`config.mk`:
```
export PLATFORM = sky130hd
export DESIGN_NAME = rdt_timing
export DESIGN_NICKNAME = d
export VERILOG_FILES = /design/src/rtl/rdt_pkg.sv /design/src/rtl/rdt_timing.sv
export VERILOG_INCLUDE_DIRS = /design/src /design/src/rtl
export SDC_FILE = /design/constraint.sdc
export NUM_CORES = 1
export LEC_CHECK = 0
export ABC_AREA = 0
export BUFFER_PORTS_ARGS = -buffer_cell sky130_fd_sc_hd__buf_2
export CORE_MARGIN = 3
export CORE_UTILIZATION = 55
export CTS_CLUSTER_SIZE = 10
export DETAILED_ROUTE_END_ITERATION = 10
export HOLD_SLACK_MARGIN = 0.12
export PLACE_DENSITY = 0.76
export SETUP_SLACK_MARGIN = 0.02
export SYNTH_ARGS = -nofsm -noshare
export SYNTH_HDL_FRONTEND = slang
export SYNTH_SLANG_ARGS = --single-unit
```
`constraint.sdc`:
```
create_clock -name hclk -period 7 [get_ports hclk]
set_input_delay 0.35 -clock hclk [delete_from_list [all_inputs] [get_ports hclk]]
set_output_delay 0.35 -clock hclk [all_outputs]
set_load 0.02 [all_outputs]
```
`src/rtl/rdt_cfg.svh`:
```
// constants for the resonant dead time edge placement block
// assumes a 100 MHz hclk and word-aligned AHB-Lite register access
`ifndef RDT_CFG_SVH
`define RDT_CFG_SVH

`define RDT_IDX_PWM_D_FALL  8'h4f
`define RDT_IDX_RECT1_RISE  8'h51
`define RDT_IDX_RECT1_FALL  8'h53
`define RDT_IDX_CTRL        8'h60
`define RDT_IDX_STATUS      8'h61
`define RDT_CTRL_RES_BIT    0
`define RDT_OFS_RESET       8'h00
`define RDT_STEP_NS         5
`define RDT_CLK_NS          10
`define RDT_CNT_W           16

`endif

```
`src/rtl/rdt_pkg.sv`:
```
// types shared by the resonant dead time block
// assumes rdt_cfg.svh supplies the numeric constants
`include "rdt_cfg.svh"
package rdt_pkg;
  typedef logic [7:0]              rdt_code_t;
  typedef logic [`RDT_CNT_W-1:0]   rdt_cnt_t;

  typedef struct packed {
    rdt_code_t pwm_d_fall_offset;
    rdt_code_t rect1_rise_offset;
    rdt_code_t rect1_fall_offset;
  } rdt_ofs_s;

  typedef struct packed {
    logic       sel;
    logic       write;
    logic [7:0] idx;
  } rdt_aphase_s;
endpackage

```
`src/rtl/rdt_timing.sv`:
```
// edge placement for the fourth pwm output and the first rectifier drive
// assumes cycle_start and pwm_d_in come from the cycle generator on hclk
`include "rdt_cfg.svh"
`timescale 1ns/1ps
module rdt_timing
  import rdt_pkg::*;
(
  input  wire logic        hclk,
  input  wire logic        hresetn,
  input  wire logic        hsel,
  input  wire logic [31:0] haddr,
  input  wire logic [1:0]  htrans,
  input  wire logic        hwrite,
  input  wire logic [2:0]  hsize,
  input  wire logic        hready,
  input  wire logic [31:0] hwdata,
  output logic      [31:0] hrdata,
  output logic             hreadyout,
  output logic             hresp,
  input  wire logic        cycle_start,
  input  wire logic        pwm_d_in,
  input  wire logic        ac_sense_input,
  output logic             fourth_pwm_output,
  output logic             first_rectifier_drive
);

  // code to whole clock cycles, rounded up
  function automatic rdt_cnt_t code_cyc(input rdt_code_t c);
    logic [15:0] ns;
    ns = 16'(c) * 16'(`RDT_STEP_NS);
    code_cyc = rdt_cnt_t'((ns + 16'(`RDT_CLK_NS) - 16'h0001) / 16'(`RDT_CLK_NS));
  endfunction

  rdt_ofs_s    ofs_r;
  rdt_ofs_s    shd_r;
  logic        res_mode_r;
  rdt_aphase_s ap_r;
  logic        sense_s1_r;
  logic        sense_s2_r;
  logic        sense_d_r;
  rdt_cnt_t    cyc_cnt_r;
  rdt_cnt_t    period_r;
  rdt_cnt_t    hi_cnt_r;
  rdt_cnt_t    hi_len_r;
  logic        sense_rise;
  logic        sense_fall;
  logic        pwm_d_nxt;
  logic        rect_nxt;
  rdt_cnt_t    d_lead;
  rdt_cnt_t    r_dly;
  rdt_cnt_t    r_lead;

  assign hreadyout = 1'b1;
  assign hresp     = 1'b0;

  // address phase capture
  always_ff @(posedge hclk or negedge hresetn) begin
    if (!hresetn) begin
      ap_r <= '0;
    end else if (hready) begin
      ap_r.sel   <= hsel & htrans[1];
      ap_r.write <= hwrite;
      ap_r.idx   <= haddr[9:2];
    end
  end

  // register writes in the data phase
  always_ff @(posedge hclk or negedge hresetn) begin
    if (!hresetn) begin
      ofs_r      <= {3{`RDT_OFS_RESET}};
      res_mode_r <= 1'b0;
    end else if (ap_r.sel && ap_r.write) begin
      // only the low byte is kept, upper write bits are dropped
      case (ap_r.idx)
        `RDT_IDX_PWM_D_FALL: begin
          ofs_r.pwm_d_fall_offset <= hwdata[7:0];
        end
        `RDT_IDX_RECT1_RISE: begin
          ofs_r.rect1_rise_offset <= hwdata[7:0];
        end
        `RDT_IDX_RECT1_FALL: begin
          ofs_r.rect1_fall_offset <= hwdata[7:0];
        end
        `RDT_IDX_CTRL: begin
          res_mode_r <= hwdata[`RDT_CTRL_RES_BIT];
        end
        default: ;
      endcase
    end
  end

  // read data registered from the address phase
  always_ff @(posedge hclk or negedge hresetn) begin
    if (!hresetn) begin
      hrdata <= 32'h0000_0000;
    end else if (hready) begin
      hrdata <= 32'h0000_0000;
      if (hsel && htrans[1] && !hwrite) begin
        // readback shows the written value, not the shadow in use
        case (haddr[9:2])
          `RDT_IDX_PWM_D_FALL: begin
            hrdata <= {24'h00_0000, ofs_r.pwm_d_fall_offset};
          end
          `RDT_IDX_RECT1_RISE: begin
            hrdata <= {24'h00_0000, ofs_r.rect1_rise_offset};
          end
          `RDT_IDX_RECT1_FALL: begin
            hrdata <= {24'h00_0000, ofs_r.rect1_fall_offset};
          end
          `RDT_IDX_CTRL: begin
            hrdata <= {31'h0000_0000, res_mode_r};
          end
          `RDT_IDX_STATUS: begin
            hrdata <= {29'h0000_0000, sense_s2_r,
                       first_rectifier_drive, fourth_pwm_output};
          end
          default: begin
            hrdata <= 32'h0000_0000;
          end
        endcase
      end
    end
  end

  // shadow copies follow the written values only at a cycle boundary
  always_ff @(posedge hclk or negedge hresetn) begin
    if (!hresetn) begin
      shd_r <= {3{`RDT_OFS_RESET}};
    end else if (cycle_start) begin
      shd_r <= ofs_r;
    end
  end

  // sense pin synchroniser
  always_ff @(posedge hclk or negedge hresetn) begin
    if (!hresetn) begin
      sense_s1_r <= 1'b0;
      sense_s2_r <= 1'b0;
      sense_d_r  <= 1'b0;
    end else begin
      sense_s1_r <= ac_sense_input;
      sense_s2_r <= sense_s1_r;
      sense_d_r  <= sense_s2_r;
    end
  end

  assign sense_rise = sense_s2_r & ~sense_d_r;
  assign sense_fall = ~sense_s2_r & sense_d_r;

  // switching period measurement, predicts cycle_end_point
  always_ff @(posedge hclk or negedge hresetn) begin
    if (!hresetn) begin
      cyc_cnt_r <= '0;
      period_r  <= '0;
    end else if (cycle_start) begin
      cyc_cnt_r <= rdt_cnt_t'(1);
      period_r  <= cyc_cnt_r;
    end else if (cyc_cnt_r != '1) begin
      cyc_cnt_r <= cyc_cnt_r + rdt_cnt_t'(1);
    end
  end

  // sense high time measurement, predicts sense_fall_point
  always_ff @(posedge hclk or negedge hresetn) begin
    if (!hresetn) begin
      hi_cnt_r <= '0;
      hi_len_r <= '0;
    end else if (sense_rise) begin
      hi_cnt_r <= '0;
    end else if (sense_fall) begin
      hi_len_r <= hi_cnt_r;
    end else if (sense_s2_r && hi_cnt_r != '1) begin
      hi_cnt_r <= hi_cnt_r + rdt_cnt_t'(1);
    end
  end

  assign d_lead = code_cyc(shd_r.pwm_d_fall_offset);
  assign r_dly  = code_cyc(shd_r.rect1_rise_offset);
  assign r_lead = code_cyc(shd_r.rect1_fall_offset);

  // fourth output: pass through unless resonant mode
  always_comb begin
    pwm_d_nxt = pwm_d_in;
    if (res_mode_r) begin
      // drop early once within the lead of the predicted end point
      pwm_d_nxt = pwm_d_in && !cycle_start &&
                  ({1'b0, cyc_cnt_r} + {1'b0, d_lead} < {1'b0, period_r});
    end
  end

  // rectifier drive: follows synced sense unless resonant mode
  always_comb begin
    rect_nxt = sense_s2_r;
    if (res_mode_r) begin
      // late rise after sense rise, early fall from last high time
      rect_nxt = sense_s2_r && !sense_rise && (hi_cnt_r >= r_dly) &&
                 ({1'b0, hi_cnt_r} + {1'b0, r_lead} < {1'b0, hi_len_r});
    end
  end

  // registered fourth output, no glitches toward the gate driver
  always_ff @(posedge hclk or negedge hresetn) begin
    if (!hresetn) begin
      fourth_pwm_output <= 1'b0;
    end else begin
      fourth_pwm_output <= pwm_d_nxt;
    end
  end

  // registered rectifier drive
  always_ff @(posedge hclk or negedge hresetn) begin
    if (!hresetn) begin
      first_rectifier_drive <= 1'b0;
    end else begin
      first_rectifier_drive <= rect_nxt;
    end
  end

endmodule

```
### Word-level counts from Yosys, hierarchy flattened

Index checks and enable logic that the tools add are counted.

* $add $sub $neg: 10
* multiply operators: 3
* divide/modulo/power cells: 3
* $lt $le $gt $ge: 3
* eq/ne operators: 12
* shifts and indexed selects: 0
* mux-type cells: 9
* bitwise operators: 6
* reduce and logical (&&, ||, !) cells: 20

Operators by type and width (number)
* two-way mux 16 bit: 5
* == test 8 x 7 -> 1 bit (second input constant): 9
* divider 16 x 4 -> 16 bit (second input constant): 3
* case mux 8 bit (5 select lines): 1
* subtractor 12 x 1 -> 13 bit (second input constant): 3
* adder 11 x 4 -> 12 bit (second input constant): 3
* adder 16 x 16 -> 17 bit: 2
* less-than comparator 17 x 16 -> 1 bit: 2
* multiplier 8 x 3 -> 11 bit (second input constant): 3
* adder 16 x 1 -> 16 bit (second input constant): 2
* != test 16 bit (second input constant): 2
* >= comparator 16 bit: 1
* AND reduction 2 bit: 6
* logical AND 1 bit: 9
* two-way mux 8 bit: 1
* nonzero test 2 bit: 2
* AND 1 bit: 3
* zero test 1 bit: 3
* inverter 1 bit: 3
* two-way mux 1 bit: 2
* != test 2 bit (second input constant): 1

* register bits: 160
* bits in latches: 0
* RAM bits: 0
* memory bits (read-only): 0
* input port bits: 77
* output and inout bits: 36
* logic and storage cells: 86
* memories: 0

### Depth between registers and ports, before layout

* depth in word-level cells: 8
* gate-level depth with buffers: 39
* gate-level depth less buffers: 37

### Worst setup path after synthesis

OpenSTA, ideal clock, no wires.

* path type: flip-flop to flip-flop
* start point: register shd_r[19] (netlist bit)
* end point: register fourth_pwm_output
* setup time: 0.066 ns
* arrival: 7.280 ns
* data required time: 6.934 ns
* slack: -0.347 ns
* cell stages (with the launch flop): 36
* buffers on the path: 3
* clock period less this slack: 7.347 ns
* path through: dfrtp_1 ha_1 ha_1 ha_1 clkbuf_1 o21ai_0 a221oi_1 a211oi_1 clkbuf_1 clkbuf_1 o21ai_0 a221oi_1 o21ai_0 a41oi_1 o211a_1 o22a_1 a21oi_1 or3_1 o211ai_1 ha_1 inv_1 fa_1 inv_1 ha_1 a21o_1 a21o_1 a21o_1 a21o_1 a21o_1 a21o_1 a21o_1 a21o_1 a21o_1 a211oi_1 o211a_1 a221o_1

* word-level cells in the longest chain between the ends: 8

RTL lines
* start: declaration: RTL line rdt_timing.sv:35 `rdt_ofs_s shd_r;`
* start signal: assignment: RTL line rdt_timing.sv:128 `` shd_r <= {3{`RDT_OFS_RESET}}; ``
* start signal: assignment: RTL line rdt_timing.sv:130 `shd_r <= ofs_r;`
* multiplier 8 x 3 -> 11 bit: RTL line rdt_timing.sv:30 `` ns = 16'(c) * 16'(`RDT_STEP_NS); ``
* adder 11 x 4 -> 12 bit: RTL line rdt_timing.sv:31 `` code_cyc = rdt_cnt_t'((ns + 16'(`RDT_CLK_NS) - 16'h0001) / 16'(`RDT_CLK_NS)); ``
* subtractor 12 x 1 -> 13 bit: RTL line rdt_timing.sv:31
* divider 16 x 4 -> 16 bit: RTL line rdt_timing.sv:31
* adder 16 x 16 -> 17 bit: RTL line rdt_timing.sv:187 `({1'b0, cyc_cnt_r} + {1'b0, d_lead} < {1'b0, period_r});`
* less-than comparator 17 x 16 -> 1 bit: RTL line rdt_timing.sv:187
* logical AND 1 bit: RTL line rdt_timing.sv:186 `pwm_d_nxt = pwm_d_in && !cycle_start &&`
* two-way mux 1 bit: RTL line rdt_timing.sv:184 `if (res_mode_r) begin`
* net pwm_d_nxt: RTL line rdt_timing.sv:47 `logic pwm_d_nxt;`
* end signal: assignment: RTL line rdt_timing.sv:206 `fourth_pwm_output <= pwm_d_nxt;`
* end: declaration: RTL line rdt_timing.sv:23 `output logic fourth_pwm_output,`

The timed path passes the listed nets, and every way through them passes these cells.
A chain may end at the register's enable or synchronous reset.

### Worst setup path after layout

* start point: register shd_r[2] (netlist bit)
* end point: register first_rectifier_drive

* word-level cells in the longest chain between the ends: 8

RTL lines
* multiplier 8 x 3 -> 11 bit: RTL line rdt_timing.sv:30
* adder 11 x 4 -> 12 bit: RTL line rdt_timing.sv:31
* subtractor 12 x 1 -> 13 bit: RTL line rdt_timing.sv:31
* divider 16 x 4 -> 16 bit: RTL line rdt_timing.sv:31
* adder 16 x 16 -> 17 bit: RTL line rdt_timing.sv:197 `({1'b0, hi_cnt_r} + {1'b0, r_lead} < {1'b0, hi_len_r});`
* less-than comparator 17 x 16 -> 1 bit: RTL line rdt_timing.sv:197
* logical AND 1 bit: RTL line rdt_timing.sv:196 `rect_nxt = sense_s2_r && !sense_rise && (hi_cnt_r >= r_dly) &&`
* two-way mux 1 bit: RTL line rdt_timing.sv:194 `if (res_mode_r) begin`
* net rect_nxt: RTL line rdt_timing.sv:48 `logic rect_nxt;`
* end signal: assignment: RTL line rdt_timing.sv:215 `first_rectifier_drive <= rect_nxt;`
* end: declaration: RTL line rdt_timing.sv:24 `output logic first_rectifier_drive`

The timed path passes the listed nets, and every way through them passes these cells.

==> flow_metrics.env <==
export IMPL_yosys_area_top_type="dfrtp_1"
export IMPL_layout_common_cells="173 x buf_4, 134 x dfrtp_1, 100 x nand2_1, 96 x ha_1, 91 x inv_1"
export IMPL_wl_um=31700
export IMPL_power_density_mw_per_mm2=280
export IMPL_slowest_delay_ns=0.50
export IMPL_maxSlewViolCount=0
export IMPL_wl_per_cell_um=17.5
export IMPL_num_vias=10756
export IMPL_max_freq_mhz=135
export IMPL_final_hold_violation_count=0
export IMPL_final_util_pct=70.8
export IMPL_cts_tree="done"
export IMPL_status="finished, violations left"
export IMPL_final_common_cell="buf_4"
export IMPL_dieArea_sq_mm=0.0230
export IMPL_post_route_period_util_pct=106
export IMPL_cts_buffer_depth=2
export IMPL_drive_gt1_share_pct=29.1
export IMPL_ir_drop_uv=199
export IMPL_place_gp_congestion=0.913
export IMPL_ant_nets=0
export IMPL_finalPower_mw=4.08
export IMPL_grt_max_degree=79
export IMPL_cp_required_ns=7.31
export IMPL_start_util_pct=56.7
export IMPL_grt_pass1_wl_um=50300
export IMPL_ys_seq_area_share_pct=29.2
export IMPL_synth_edff_count=0
export IMPL_numCtsBuffers=17
export IMPL_tightest_slew_ns=1.03
export IMPL_io_buffers=34
export IMPL_timing_final_ws_setup_ns=-0.404
export IMPL_ys_ff_latch=136
export IMPL_io_pins=113
export IMPL_yosys_most_used_dff="dfrtp_1"
export IMPL_clk_latency_ns=0.43
export IMPL_setup_viol=2
export IMPL_synth_top_area_share_pct=29.2
export IMPL_clock_sinks=136
export IMPL_cts_htree_levels=4
export IMPL_p_leak_nw=6.90
export IMPL_async_reset_ff_share_pct=100
export IMPL_drc_errors=0
export IMPL_synth_cells=1332
export IMPL_ys_types=91
export IMPL_first_pass_iters=5
export IMPL_drt_iter0_markers=622
export IMPL_crit_slowest_cell="or4b_4"
export IMPL_syn_area_per_cell_sq_um=8.76
export IMPL_start_kind="flop"
export IMPL_die_h_um=152
export IMPL_holdWs_ns=0.174
export IMPL_drv_cap=0
export IMPL_yosys_top_cells_area="dfrtp_1 29%, ha_1 12%, mux2_2 6.5%"
export IMPL_clkSlewWorstSetupHoldPaths_ns=0.06
export IMPL_violations="setup timing"
export IMPL_setup_worst_path_end_class="flop"
export IMPL_syn_to_final_growth_pct=24.8
export IMPL_hold_path_class="in -> reg"
export IMPL_rsz0062_at_grt="yes"
export IMPL_rows=52
export IMPL_finalCriticalPeriod_ns=7.40
export IMPL_finClkSkew_ns=0.00926
export IMPL_grt_remaining_overflow=0
export IMPL_num_fill_cells=1498
export IMPL_cp_data_arrival_time_ns=7.72
export IMPL_grt_pass1_vias=10574
export IMPL_crit_type="reg -> reg"
export IMPL_dp_hpwl_um=21600
export IMPL_synthesis_area_sq_mm=0.0117
export IMPL_yosys_warnings=0
export IMPL_via_per_inst=5.96
export IMPL_die_w_um=152
export IMPL_max_slew_margin_pct=31.3
export IMPL_cpMostUsedCell="a21o_1"
export IMPL_final_cells=1806
export IMPL_grtUsageTotal_pct=27.0
export IMPL_core_area_sq_mm=0.0206
export IMPL_antenna_found_initial=4
export IMPL_cts_root_buf="clkbuf_16"
export IMPL_fin_nets=1718
export IMPL_crit_fanout=6
export IMPL_place_inst=1745
## power breakdown
group | internal, mW | switching, mW | total [mW]
clock | 0.502 | 0.367 | 0.868
combinational | 1.22 | 1.15 | 2.37
sequential | 0.818 | 0.0311 | 0.849
## sequential cells by signal, summed over array words and instances (netlist names)
register	count
sense_d_r	1
hi_len_r	16
first_rectifier_drive	1
ap_r	10
period_r	16
sense_s2_r	1
res_mode_r	1
hi_cnt_r	16
fourth_pwm_output	1
hrdata	8
ofs_r	24
shd_r	24
cyc_cnt_r	16
sense_s1_r	1
## cells in the mapped netlist, drive strengths merged (8+ instances only)
cell type and instances:
o22ai 18, nor2b 13, a21o 26, a31oi 9, nand3 41, dfrtp 136, or3 18, o21a 9
xnor2 41, nor3 29, nand4 12, nand2 100, nor2 94, or2 10, xor2 36, clkbuf 42
and3 14, ha 113, mux2 67, nor4 12, a211oi 20, o21ai 91, o211ai 13, nand2b 19
inv 97, a21oi 66, a222oi 8, buf 34
## through the flow
step	setup slack, ns	setup TNS, ns	cell area (sq um)
finish	-0.404	-0.744	14600
global route	-0.776	-1.37	14600
CTS	-0.636	-0.730	14400
detailed placement	-0.782	-1.26	13100
global placement	-0.672	-0.932	13100
floorplan	-0.137	-0.189	11800
## metal layers
| metal | wire (um) | vias to the layer above | track usage, % |
|---|---|---|---|
| li1 | - | 5201 | - |
| met1 | 13100 | 5187 | 32.6 |
| met2 | 16300 | 287 | 48.2 |
| met3 | 1270 | 75 | 4.43 |
| met4 | 964 | 6 | 10.6 |
| met5 | 43 | - | 0 |
## final cells by class
cell class / instances / area, sq um / area share, %
tap: 270 / 338 / 2.32
timing repair buffer: 223 / 1660 / 11.4
sequential: 136 / 3410 / 23.4
multi-input combinational: 1048 / 8220 / 56.5
clock buffer: 19 / 443 / 3.04
antenna: 1 / 2.50 / 0.0172
clock inverter: 12 / 119 / 0.816
inverter: 97 / 364 / 2.50
## cells by family after synthesis
logic type	Yosys count	synth area share, %
compound gates	349	20.6
xor+xnor	77	5.91
fa+ha+maj	119	13.1
buf+inv	173	6.58
flops	136	29.2
mux	75	7.26
other cells	2	0.0644
simple gates	401	17.4
## worst max-delay path, delay by kind of cell, from the launching register on
kind,cells,cell delay (ns)
adder cells (fa/ha/maj),6,1.52
AO/OA/AOI/OAI,20,3.38
flip-flops,1,0.35
buffers and inverters,6,0.49
AND/OR/NAND/NOR,5,1.55
## path summary, 6_finish.rpt
path | from | endpoint | slack (ns) | cells after the start
max in group asynchronous | hresetn | shd_r[20] | 5.08 | 3
worst min register to register | sense_s1_r | sense_s2_r | 0.35 | 0
worst min-delay path | hwrite | ap_r[8] | 0.17 | 2
worst max register to register | shd_r[2] | first_rectifier_drive | -0.40 | 37
min in group asynchronous | hresetn | cyc_cnt_r[12] | 0.46 | 2
worst max-delay path | shd_r[2] | first_rectifier_drive | -0.40 | 37
## timing repair
item                                   CTS  global route
cloned                                   2             0
pin swaps                               69            29
setup buffers                           24             1
resized for setup                      100            23
hold buffers                             2             0
endpoints found under the hold margin   60             0
setup endpoints to repair                2             2
(Power assumes the default switching activity.)
